==> src/include/timer_pm_defines.vh <==
// Register offsets, field positions and constants of the capture/compare timer channel.
`ifndef TIMER_PM_DEFINES_VH
`define TIMER_PM_DEFINES_VH
// ***************************************************************
// Register byte addresses
// ***************************************************************
`define OFS_TIMER_COUNT        12'h000
`define OFS_CAPTURE_COMPARE_A  12'h004
`define OFS_CAPTURE_COMPARE_B  12'h008
`define OFS_TIMER_MODE_CONTROL 12'h00C
`define OFS_CC_CONTROL         12'h010
`define OFS_TIMER_OUT_CONTROL  12'h014
`define OFS_PRESCALER_EDGE     12'h018
`define OFS_IRQ_STATUS         12'h01C
`define OFS_IRQ_MASK           12'h020
// ***************************************************************
// Field positions
// ***************************************************************
`define MODE_SEL_HI_BIT        3
`define MODE_SEL_LO_BIT        2
`define OVERFLOW_BIT           0
`define ROLE_A_BIT             0
`define TRIG_A_PHASE_BIT       1
`define ROLE_B_BIT             2
`define ONESHOT_TRIG_BIT       6
`define ONESHOT_EN_BIT         5
`define TOGGLE_B_BIT           4
`define LEVEL_SET_BIT          3
`define LEVEL_CLR_BIT          2
`define TOGGLE_A_BIT           1
`define OUT_EN_BIT             0
`define CLOCK_SEL_LO_BIT       0
`define EDGE_A_LO_BIT          4
`define EDGE_B_LO_BIT          6
// ***************************************************************
// Encodings and reset values
// ***************************************************************
`define MODE_STOP              2'h0
`define MODE_FREE_RUN          2'h1
`define MODE_CLEAR_ON_EDGE     2'h2
`define EDGE_FALL              2'h0
`define EDGE_RISE              2'h1
`define EDGE_BOTH              2'h3
`define IRQ_MATCH_A_BIT        0
`define IRQ_MATCH_B_BIT        1
`define IRQ_OVERFLOW_BIT       2
`define REG8_RESET             8'h00
`define REG16_RESET            16'h0000
`define COUNT_MAX              16'hFFFF
`endif

==> src/hw/edge_detect.v <==
// Programmable edge detector for one timer input pin.
`default_nettype none
module edge_detect (
   input  wire       sys_clk,
   input  wire       rst_b,
   input  wire       pin,
   input  wire [1:0] edge_sel,
   output wire       valid_edge,
   output wire       opposite_edge
);
   reg  pin_q;
   wire rise;
   wire fall;

   always @(posedge sys_clk or negedge rst_b) begin
      if (!rst_b) begin
         pin_q <= 1'b0;
      end else begin
         pin_q <= pin;
      end
   end

   assign rise = pin & ~pin_q;
   assign fall = ~pin & pin_q;
   // Setting 10 is prohibited and detects nothing.
   // edge select decode
   assign valid_edge    = (edge_sel == 2'h0) ? fall :
                          (edge_sel == 2'h1) ? rise :
                          (edge_sel == 2'h3) ? (rise | fall) : 1'b0;
   assign opposite_edge = (edge_sel == 2'h0) ? rise :
                          (edge_sel == 2'h1) ? fall : 1'b0;
endmodule // edge_detect
`default_nettype wire

==> src/hw/timer_pulse_measure_oneshot.v <==
// One channel of a 16-bit timer with capture, compare, one-shot and APB registers.
`include "timer_pm_defines.vh"
`default_nettype none
module timer_pulse_measure_oneshot #(
   parameter PRESCALE_W = 4
) (
   input  wire        sys_clk,
   input  wire        rst_b,
   input  wire        psel,
   input  wire        penable,
   input  wire        pwrite,
   input  wire [11:0] paddr,
   input  wire [31:0] pwdata,
   output reg  [31:0] prdata,
   output wire        pready,
   output wire        pslverr,
   input  wire        trigger_in_a,
   input  wire        trigger_in_b,
   output wire        timer_out_pin,
   output wire        irq
);
   // ***************************************************************
   // Registers
   // ***************************************************************
   reg  [15:0]           timer_count_q;
   reg  [15:0]           capture_compare_a_q;
   reg  [15:0]           capture_compare_b_q;
   reg  [3:0]            mode_ctl_q;
   reg  [2:0]            cc_ctl_q;
   reg  [6:0]            out_ctl_q;
   reg  [7:0]            prescale_edge_q;
   reg  [2:0]            irq_status_q;
   reg  [2:0]            irq_mask_q;
   reg                   out_level_q;
   reg                   oneshot_active_q;
   reg  [PRESCALE_W-1:0] prescale_cnt_q;

   wire wr_en = psel & penable & pwrite;
   wire [1:0] mode = mode_ctl_q[`MODE_SEL_HI_BIT:`MODE_SEL_LO_BIT];
   wire running = (mode != `MODE_STOP);
   wire role_a_capture = cc_ctl_q[`ROLE_A_BIT];
   wire role_b_capture = cc_ctl_q[`ROLE_B_BIT];
   wire trig_a_phase = cc_ctl_q[`TRIG_A_PHASE_BIT];
   wire oneshot_en = out_ctl_q[`ONESHOT_EN_BIT];
   wire [1:0] clock_sel = prescale_edge_q[`CLOCK_SEL_LO_BIT+1:`CLOCK_SEL_LO_BIT];
   wire [1:0] edge_a_sel = prescale_edge_q[`EDGE_A_LO_BIT+1:`EDGE_A_LO_BIT];
   wire [1:0] edge_b_sel = prescale_edge_q[`EDGE_B_LO_BIT+1:`EDGE_B_LO_BIT];

   // ***************************************************************
   // Edge detection of the two input pins
   // ***************************************************************
   wire a_valid;
   wire a_opposite;
   wire b_valid;

   edge_detect u_edge_a (
      .sys_clk       (sys_clk),
      .rst_b         (rst_b),
      .pin           (trigger_in_a),
      .edge_sel      (edge_a_sel),
      .valid_edge    (a_valid),
      .opposite_edge (a_opposite)
   );

   edge_detect u_edge_b (
      .sys_clk       (sys_clk),
      .rst_b         (rst_b),
      .pin           (trigger_in_b),
      .edge_sel      (edge_b_sel),
      .valid_edge    (b_valid),
      .opposite_edge ()
   );

   // ***************************************************************
   // Count clock: 1, 4, 2^PRESCALE_W or 2^PRESCALE_W system clocks per tick for clock_sel 0, 1, 2, 3
   // ***************************************************************
   // Setting 11 counts the same internal clock as setting 10; software keeps to internal clocks.
   // internal count source
   wire [PRESCALE_W-1:0] prescale_top =
      (clock_sel == 2'h0) ? {PRESCALE_W{1'b0}} :
      (clock_sel == 2'h1) ? {{(PRESCALE_W-2){1'b0}}, 2'h3} :
      {PRESCALE_W{1'b1}};
   wire count_tick = running & (prescale_cnt_q == prescale_top);

   always @(posedge sys_clk or negedge rst_b) begin
      if (!rst_b) begin
         prescale_cnt_q <= {PRESCALE_W{1'b0}};
      end else if (!running || count_tick) begin
         prescale_cnt_q <= {PRESCALE_W{1'b0}};
      end else begin
         prescale_cnt_q <= prescale_cnt_q + 1'b1;
      end
   end

   // ***************************************************************
   // Capture triggers and compare matches
   // ***************************************************************
   // two-input capture routing
   wire cap_a_trig = trig_a_phase ? a_opposite : b_valid;
   wire cap_a = running & role_a_capture & cap_a_trig;
   wire cap_b = running & role_b_capture & a_valid;
   wire oneshot_go = wr_en & (paddr == `OFS_TIMER_OUT_CONTROL)
                     & pwdata[`ONESHOT_TRIG_BIT] & oneshot_en & running;
   wire edge_clear = (mode == `MODE_CLEAR_ON_EDGE) & a_valid;
   wire match_a = count_tick & ~role_a_capture & (timer_count_q == capture_compare_a_q);
   wire match_b = count_tick & ~role_b_capture & (timer_count_q == capture_compare_b_q);
   wire wrap = count_tick & ~edge_clear & (timer_count_q == `COUNT_MAX);

   always @(posedge sys_clk or negedge rst_b) begin
      if (!rst_b) begin
         timer_count_q <= `REG16_RESET;
      end else if (!running) begin
         timer_count_q <= `REG16_RESET;
      end else if (edge_clear || oneshot_go) begin
         timer_count_q <= `REG16_RESET;
      end else if (count_tick) begin
         timer_count_q <= timer_count_q + 16'h0001;
      end
   end

   // Compare registers must stay unchanged while running; hardware does not lock them.
   always @(posedge sys_clk or negedge rst_b) begin
      if (!rst_b) begin
         capture_compare_a_q <= `REG16_RESET;
         capture_compare_b_q <= `REG16_RESET;
      end else begin
         if (cap_a) begin
            capture_compare_a_q <= timer_count_q;
         end else if (wr_en && paddr == `OFS_CAPTURE_COMPARE_A) begin
            capture_compare_a_q <= pwdata[15:0];
         end
         if (cap_b) begin
            capture_compare_b_q <= timer_count_q;
         end else if (wr_en && paddr == `OFS_CAPTURE_COMPARE_B) begin
            capture_compare_b_q <= pwdata[15:0];
         end
      end
   end

   // ***************************************************************
   // Timer output
   // ***************************************************************
   wire toggle_a = match_a & out_ctl_q[`TOGGLE_A_BIT];
   wire toggle_b = match_b & out_ctl_q[`TOGGLE_B_BIT];
   // In one-shot mode toggling happens only while the single pulse is armed.
   wire allow_toggle = ~oneshot_en | oneshot_active_q;

   always @(posedge sys_clk or negedge rst_b) begin
      if (!rst_b) begin
         out_level_q      <= 1'b0;
         oneshot_active_q <= 1'b0;
      end else begin
         if (oneshot_go) begin
            oneshot_active_q <= 1'b1;
         end else if (match_b || !running || !oneshot_en) begin
            oneshot_active_q <= 1'b0;
         end
         if (!running && wr_en && paddr == `OFS_TIMER_OUT_CONTROL
             && pwdata[`LEVEL_SET_BIT] && !pwdata[`LEVEL_CLR_BIT]) begin
            out_level_q <= 1'b1;
         end else if (!running && wr_en && paddr == `OFS_TIMER_OUT_CONTROL
             && !pwdata[`LEVEL_SET_BIT] && pwdata[`LEVEL_CLR_BIT]) begin
            out_level_q <= 1'b0;
         end else if (allow_toggle && (toggle_a ^ toggle_b)) begin
            out_level_q <= ~out_level_q;
         end
      end
   end

   assign timer_out_pin = out_level_q & out_ctl_q[`OUT_EN_BIT];

   // ***************************************************************
   // Control registers, overflow flag and interrupts
   // ***************************************************************
   wire [2:0] irq_events = {wrap, match_b | cap_b, match_a | cap_a};
   wire       wr_mode    = wr_en && paddr == `OFS_TIMER_MODE_CONTROL;

   always @(posedge sys_clk or negedge rst_b) begin
      if (!rst_b) begin
         mode_ctl_q      <= 4'h0;
         cc_ctl_q        <= 3'h0;
         out_ctl_q       <= 7'h00;
         prescale_edge_q <= `REG8_RESET;
         irq_status_q    <= 3'h0;
         irq_mask_q      <= 3'h7;
      end else begin
         if (wr_mode) begin
            mode_ctl_q[3:1] <= pwdata[3:1];
         end
         // sticky overflow, set wins over clear
         if (wrap) begin
            mode_ctl_q[`OVERFLOW_BIT] <= 1'b1;
         end else if (wr_mode && !pwdata[`OVERFLOW_BIT]) begin
            mode_ctl_q[`OVERFLOW_BIT] <= 1'b0;
         end
         if (wr_en && paddr == `OFS_CC_CONTROL) begin
            cc_ctl_q <= pwdata[2:0];
         end
         // Trigger and level bits are strobes; they never stay stored.
         if (wr_en && paddr == `OFS_TIMER_OUT_CONTROL) begin
            out_ctl_q <= {1'b0, pwdata[5:4], 2'h0, pwdata[1:0]};
         end
         if (wr_en && paddr == `OFS_PRESCALER_EDGE) begin
            prescale_edge_q <= pwdata[7:0];
         end
         if (wr_en && paddr == `OFS_IRQ_MASK) begin
            irq_mask_q <= pwdata[2:0];
         end
         if (wr_en && paddr == `OFS_IRQ_STATUS) begin
            irq_status_q <= (irq_status_q & ~pwdata[2:0]) | irq_events;
         end else begin
            irq_status_q <= irq_status_q | irq_events;
         end
      end
   end

   assign irq = |(irq_status_q & ~irq_mask_q);

   // ***************************************************************
   // APB read path
   // ***************************************************************
   assign pready  = 1'b1;
   assign pslverr = 1'b0;

   always @* begin
      case (paddr)
         `OFS_TIMER_COUNT:        prdata = {16'h0000, timer_count_q};
         `OFS_CAPTURE_COMPARE_A:  prdata = {16'h0000, capture_compare_a_q};
         `OFS_CAPTURE_COMPARE_B:  prdata = {16'h0000, capture_compare_b_q};
         `OFS_TIMER_MODE_CONTROL: prdata = {28'h0000000, mode_ctl_q};
         `OFS_CC_CONTROL:         prdata = {29'h0, cc_ctl_q};
         `OFS_TIMER_OUT_CONTROL:  prdata = {25'h0, out_ctl_q};
         `OFS_PRESCALER_EDGE:     prdata = {24'h000000, prescale_edge_q};
         `OFS_IRQ_STATUS:         prdata = {29'h0, irq_status_q};
         `OFS_IRQ_MASK:           prdata = {29'h0, irq_mask_q};
         default:                 prdata = 32'h00000000;
      endcase
   end
endmodule // timer_pulse_measure_oneshot
`default_nettype wire

==> config.mk <==
export PLATFORM = sky130hd
export DESIGN_NAME = timer_pulse_measure_oneshot
export DESIGN_NICKNAME = d
export VERILOG_FILES = /design/src/hw/edge_detect.v /design/src/hw/timer_pulse_measure_oneshot.v
export VERILOG_INCLUDE_DIRS = /design/src /design/src/include
export SDC_FILE = /design/constraint.sdc
export NUM_CORES = 1
export LEC_CHECK = 0
export ABC_AREA = 1
export BUFFER_PORTS_ARGS = -buffer_cell sky130_fd_sc_hd__buf_2
export CAP_MARGIN = 10
export CORE_MARGIN = 2
export CORE_UTILIZATION = 57
export DETAILED_ROUTE_END_ITERATION = 16
export PLACE_DENSITY = 0.8
export SYNTH_ARGS = -nofsm -noshare
export SYNTH_HDL_FRONTEND = slang
export SYNTH_SLANG_ARGS = --single-unit
==> constraint.sdc <==
create_clock -name sys_clk -period 2.1 [get_ports sys_clk]
set_input_delay 0.315 -clock sys_clk [delete_from_list [all_inputs] [get_ports sys_clk]]
set_output_delay 0.315 -clock sys_clk [all_outputs]
set_load 0.02 [all_outputs]
# --- After elaboration in Yosys (flattened, before gate mapping) ---
# Index checks and enable logic that the tools add are counted.
word_totals:
  register_bits: 81
  latch_bits: 0
  ram_bits: 0
  rom_bits: 0
  inputBits: 51
  output_inout_bits: 36
  memories: 0
classes:
  add_sub_neg: 2
  mul: 0
  div: 0
  n_lt_le_gt_ge: 0
  n_eq_ne: 19
  shifts: 0
  n_mux: 28
  bitwise_logic: 46
  reduce_logical: 36
ops:
  columns: ["cell", "count"]
  rows:
  - ["$pmux W16 S9", 1]
  - ["$mux W16", 7]
  - ["$eq A12 B5 Y1 const B", 4]
  - ["$eq A16 B16 Y1", 2]
  - ["$and A1 B1 Y1", 25]
  - ["$eq A12 B4 Y1 const B", 2]
  - ["$add A16 B1 Y16 const B", 1]
  - ["$eq A16 B16 Y1 const B", 1]
  - ["$logic_and A1 B1 Y1", 16]
  - ["$mux W1", 16]
  - ["$eq A12 B3 Y1 const B", 1]
  - ["$eq A12 B6 Y1 const B", 1]
  - ["$logic_not A12 Y1", 1]
  - ["$mux W4", 3]
  - ["$reduce_bool A2 Y1", 5]
  - ["$not A1 Y1", 9]
  - ["$and A3 B3 Y3", 2]
  - ["$eq A2 B1 Y1 const B", 3]
  - ["$eq A2 B2 Y1 const B", 3]
  - ["$logic_not A2 Y1", 3]
  - ["$not A3 Y3", 2]
  - ["$or A3 B3 Y3", 2]
  - ["$logic_not A1 Y1", 5]
  - ["$or A1 B1 Y1", 5]
  - ["8 further kinds", 11]

# --- Logic depth before layout (Yosys ltp) ---
logic_depth:
  depth_word: 13
  depth_mapped: 14

# --- Modules after synthesis ---
# From an unflattened synthesis, not the netlist that was laid out.
hier_totals:
  cells_unflattened: 746
  area_unflattened_um2: 5372.7
modules_own_cells:
  columns: ["mod", "instances", "cells_per_inst", "area_each_um2"]
  rows:
  - ["timer_pulse_measure_oneshot", 1, 716, 5170.0]
  - ["edge_detect", 2, 15, 101.3]

# --- Worst setup path before layout ---
# OpenSTA, ideal clock, no wires.
synth_timing:
  path_type: "input-to-output"
  from: "input port paddr[11]"
  to: "output port prdata[5]"
  arrival_ps: 1453
  slack_ps: 332
  path_stages: 7
  path_cell_list: "nor2_1 nand2_1 nor2_2 nand2_2 inv_2 a211oi_1 a21oi_1"
synth_via:
  elab_chain_cells: 2
synth_lines:
  columns: ["element", "line", "source"]
  rows:
  - ["from (decl)", "timer_pulse_measure_oneshot.v:12", "input wire [11:0] paddr,"]
  - ["$eq A12 B6 Y1, or another cell as far along", "timer_pulse_measure_oneshot.v:226", "case (paddr)"]
  - ["$pmux W16 S9 (*)", "timer_pulse_measure_oneshot.v:226", null]
  - ["to (decl)", "timer_pulse_measure_oneshot.v:14", "output reg [31:0] prdata,"]
# Mark *: on every way between the ends. The rest lies on a longest branch, timed or not.

# --- Worst setup path in the final report ---
layout_timing:
  from: "register timer_count_q[5]"
  to: "output port prdata[5]"
layout_via:
  elab_chain_cells: 1
layout_lines:
  columns: ["element", "line", "source"]
  rows:
  - ["from (decl)", "timer_pulse_measure_oneshot.v:25", "reg [15:0] timer_count_q;"]
  - ["from (signal assigned)", "timer_pulse_measure_oneshot.v:111", "timer_count_q <= `REG16_RESET;"]
  - ["from (signal assigned)", "timer_pulse_measure_oneshot.v:113", "timer_count_q <= `REG16_RESET;"]
  - ["from (signal assigned)", "timer_pulse_measure_oneshot.v:115", "timer_count_q <= `REG16_RESET;"]
  - ["$pmux W16 S9", "timer_pulse_measure_oneshot.v:226", null]
# No other way between the ends.

==> flow_results.org <==
** Outcome
- The run finished with clean final reports.

** Synthesis
- Number of warnings reported in the yosys synthesis log :: 0
- The share of the Yosys chip area taken by registers is 0.3812.
- Synth cell types :: 46
- Share of flip-flops with an asynchronous set or reset :: 1.000
- After synthesis, the most frequently instantiated cells are sky130_fd_sc_hd__nand2_1, sky130_fd_sc_hd__inv_1, sky130_fd_sc_hd__dfrtp_1.
- Each instance of the synthesized netlist takes up on average 7.483 sq um.
- Cells taking the most area after synthesis :: sky130_fd_sc_hd__dfrtp_1, sky130_fd_sc_hd__nand2_1, sky130_fd_sc_hd__inv_1
- Number of flops mapped to enable cells by yosys :: 0
- Ys flop type :: sky130_fd_sc_hd__dfrtp_1
- Of all cell types, the one taking the most synthesized area is sky130_fd_sc_hd__dfrtp_1.
- Number of instances in the synthesized netlist :: 712
- sky130_fd_sc_hd__nand2_1 is the most common cell in the netlist.
- Area share of the largest cell type after synthesis :: 0.3664
- Syn Std Cell Area :: 5328 sq um
- Flop and latch count out of synthesis :: 81

** Floorplanning
- Area of the die :: 10,140 sq um
- In this run the core area contains 35 standard-cell rows.
- Starting density of the core :: 0.5821
- Die Y :: 100.7 microns
- The region available for standard cell placement spans 9153 sq um.
- I/O pin cnt :: 87
- From left edge to right edge, the die measures 100.7 microns.

** Setup path
- Arrival time at the worst endpoint :: 1.71 ns
- Critical Path End Type :: output pin
- On the critical path, the stage with the largest delay is an instance of sky130_fd_sc_hd__dfrtp_1.
- Cell family contributing the most delay on the critical path :: flip-flops
- For this run, the slowest stage of the critical path takes 0.49 ns.
- Worst EP required :: 1.78 ns
- The worst setup path is of the reg2out kind.
- Bufs and invs on worst path :: 2
- Largest driver fanout on the critical path :: 6
- STA classifies the critical path startpoint as a register.
- Sequence of cells on the critical path :: inv_1 > o21ai_0 > a211oi_2 > a21oi_1 > buf_2

** Place
- In this run the tool buffered the top-level ports with 52 buffer cells.
- HPWL after detailed placement :: 11.88 mm
- # placed instances :: 872
- After detailed placement, the total cell area comes to 5714 sq um.
- Placer's final routability congestion estimate :: 0.9985
- Timing analysis after detailed placement gives a worst setup slack of -0.04778 ns.

** GRT
- The initial antenna violation count was 0.
- Pin count of the biggest net entering global routing :: 47
- Global routing finished with a remaining overflow of 0.
- Number of global-route vias before repair :: 5,195
- Across every metal layer, demand over resource in global routing totals 0.3273.
- Global-route wire length before repair :: 25.73 mm

** Timing
- Setup repair after global routing left no endpoint under its margin.
- Number of setup violations in the final report :: 0
- After layout, the worst setup slack is 0.07351 ns.
- Static timing analysis puts the maximum clock frequency at 493.5 MHz.
- Clock tree skew after final layout :: 0.01430 ns
- Relative slew slack :: 0.6092
- For the finished layout, the period the worst path requires is 2.026 ns.
- Final Hold Fails :: 0
- The number of pins exceeding their max-slew limit in the final report was 0.
- Of the available clock period, the critical path in the final layout requires 0.9650.
- Worst slew pin tran :: 0.5841 ns

** CTS
- Clock Latency Late Sink :: 0.36 ns
- TritonCTS built the clock tree.
- Clock-pin slew was measured on the worst setup and hold paths at 0.09 ns.
- CTS max path bufs :: 2
- TritonCTS Sinks :: 81
- H-tree level count :: 3
- The tree is rooted in a sky130_fd_sc_hd__clkbuf_8.
- Post-CTS repair timing setup buffer count :: 0
- Num CTS Buffers :: 9

** Pwr
- Combinational power share :: 0.085
- Internal Dissipation :: 0.002080 W
- For this design the total switching power over the nets is 0.0007749 W.
- Power spread over the standard cell area amounts to 481.6 nW/um^2.
- Clock share of power :: 0.355
- Sequential power share :: 0.560
- For this design the static power due to leakage is 3.005 nW.
- Of the total power, the share spent switching nets is 0.2714.
- Maximum VDD drop :: 0.0003616 V

** Flow run
- Max-cap violations :: 0

** Detailed routing
- Drt first pass iters :: 5
- Via/cell ratio :: 5.828
- Summing over every cut layer, the via total after detailed routing is 5,181.
- After detailed routing, the average wire length per cell comes to 17.66 microns.
- # DRC :: 0
- Antenna viol nets, final :: 0
- DR iter-0 viols :: 476
- Drt total wl :: 15.70 mm

** Cells and area
- The finished layout holds 889 standard cells, fillers aside.
- The final layout contains 830 nets.
- Relative to the synthesized area, the layout overhead comes to 11.27%.
- The repair_antennas step left the layout with diodes totalling 0.
- Summing all non-filler instances in the final layout gives an area of 5928 sq um.
- Fraction of layout cells with a size suffix above 1 :: 0.1748

** Min path
- The tightest min-delay check is of the in2reg type.
==> worst reg2reg max path, cell delays in order (launching register included) <==
cell	delay (ns)
sky130_fd_sc_hd__dfrtp_1	0.46
sky130_fd_sc_hd__ha_1	0.23
sky130_fd_sc_hd__nand4_1	0.16
sky130_fd_sc_hd__nor2_1	0.18
sky130_fd_sc_hd__nand3_1	0.11
sky130_fd_sc_hd__inv_1	0.10
sky130_fd_sc_hd__nand3_1	0.09
sky130_fd_sc_hd__nor2_1	0.18
sky130_fd_sc_hd__nand4_1	0.27
sky130_fd_sc_hd__nand2_1	0.15
==> cell families (layout without fill, tap and decap cells) <==
kind of cell,Yosys count,count (layout),share of synthesized area
DFF,81,81,0.3812
and+or+nand+nor,328,328,0.2844
other,2,18,0.001410
adders and majority gates,6,6,0.01409
AOI/OAI and AO/OA,127,127,0.1592
xor gates and xnor gates,20,20,0.03288
buffers and inverters,148,198,0.1268
==> cell type report <==
cell class | instances | area [sq um]
flip-flops and latches | 81 | 2031
inverters | 112 | 425.4
clock buffers | 10 | 127.6
clock inverters | 6 | 36.28
multi-input cells | 499 | 2711
fillers | 841 | 3224
repair buffers | 70 | 457.9
well taps | 111 | 138.9
==> flip-flops by register name, summed over array words and instances, names as in the netlist <==
signal	cells
u_edge_b.pin_q	1
irq_mask_q	3
out_level_q	1
mode_ctl_q	4
cc_ctl_q	3
capture_compare_a_q	16
prescale_edge_q	8
capture_compare_b_q	16
prescale_cnt_q	4
u_edge_a.pin_q	1
out_ctl_q	4
oneshot_active_q	1
irq_status_q	3
timer_count_q	16
==> worst paths after layout <==
check                           cells past startpoint  slack (ns)                    startpoint                                  end
worst max register to register                      9        0.09  timer_count_q[0]$_DFFE_PN0P_            mode_ctl_q[0]$_DFFE_PN0P_
worst min-delay path                                1        0.09                  trigger_in_a             u_edge_a.pin_q$_DFF_PN0_
min in group asynchronous                           2        0.47                         rst_b  capture_compare_a_q[14]$_DFFE_PN0P_
max in group asynchronous                           3        1.02                         rst_b         oneshot_active_q$_DFFE_PN0P_
worst max-delay path                                5        0.07  timer_count_q[5]$_DFFE_PN0P_                            prdata[5]
worst min register to register                      1        0.49   prescale_cnt_q[0]$_DFF_PN0_          prescale_cnt_q[0]$_DFF_PN0_
==> power by group through the flow <==
stage	combinational, W	sequential [W]	clock [W]
after floorplan	0.000150	0.00162	0
after global placement	0.000229	0.00163	0
after detailed placement	0.000236	0.00163	0
after CTS	0.000239	0.00160	0.00102
after global routing	0.000270	0.00160	0.00109
final	0.000243	0.00160	0.00101
==> routing by layer <==
metal	wire length, microns	vias up	track usage
met4	565	0	0.1370
met5	0	-	0
met2	7180	306	0.5221
met3	1486	53	0.05409
met1	6471	2405	0.4431
li1	-	2417	-
==> cells in the final DEF, fill, tap and decap left out, types with 5 or more instances in the layout <==
cell type | Yosys | routed
sky130_fd_sc_hd__o221ai_1 | 27 | 27
sky130_fd_sc_hd__nor2_2 | 5 | 7
sky130_fd_sc_hd__dfrtp_1 | 78 | 78
sky130_fd_sc_hd__a21oi_1 | 9 | 9
sky130_fd_sc_hd__inv_2 | 6 | 5
sky130_fd_sc_hd__buf_2 | 10 | 48
sky130_fd_sc_hd__clkbuf_8 | 0 | 9
sky130_fd_sc_hd__nand3_1 | 25 | 25
sky130_fd_sc_hd__nor3_1 | 5 | 5
sky130_fd_sc_hd__nand2_2 | 4 | 6
sky130_fd_sc_hd__conb_1 | 2 | 18
sky130_fd_sc_hd__ha_1 | 6 | 6
sky130_fd_sc_hd__nand3_2 | 6 | 6
sky130_fd_sc_hd__nand4_1 | 17 | 17
sky130_fd_sc_hd__inv_1 | 105 | 105
sky130_fd_sc_hd__nand2_1 | 177 | 174
sky130_fd_sc_hd__nor2_1 | 72 | 69
sky130_fd_sc_hd__o21ai_0 | 44 | 44
sky130_fd_sc_hd__xor2_1 | 17 | 17
sky130_fd_sc_hd__buf_4 | 20 | 17
sky130_fd_sc_hd__o21ai_1 | 10 | 10
sky130_fd_sc_hd__o22ai_1 | 21 | 21
==> metrics by stage <==
step,hold WS [ns],utilization,total power [W],TNS [ns]
after floorplan,0.01941,-,0.001775,0
after global placement,0.2955,0.6243,0.001857,0
after detailed placement,0.3029,0.6243,0.001865,-0.1463
after CTS,0.08880,0.6436,0.002858,0
after global routing,0.08490,0.6477,0.002961,0
final,0.09055,0.6477,0.002855,0
==> what timing repair did <==
item                                   4_1_cts  5_1_grt
gates resized for setup                      1       12
hold buffers                                 1        0
setup endpoints to repair                    3       16
pin swaps                                    0        2
endpoints found under the hold margin       32        0
No activity file was read; power rests on OpenSTA's default activity.
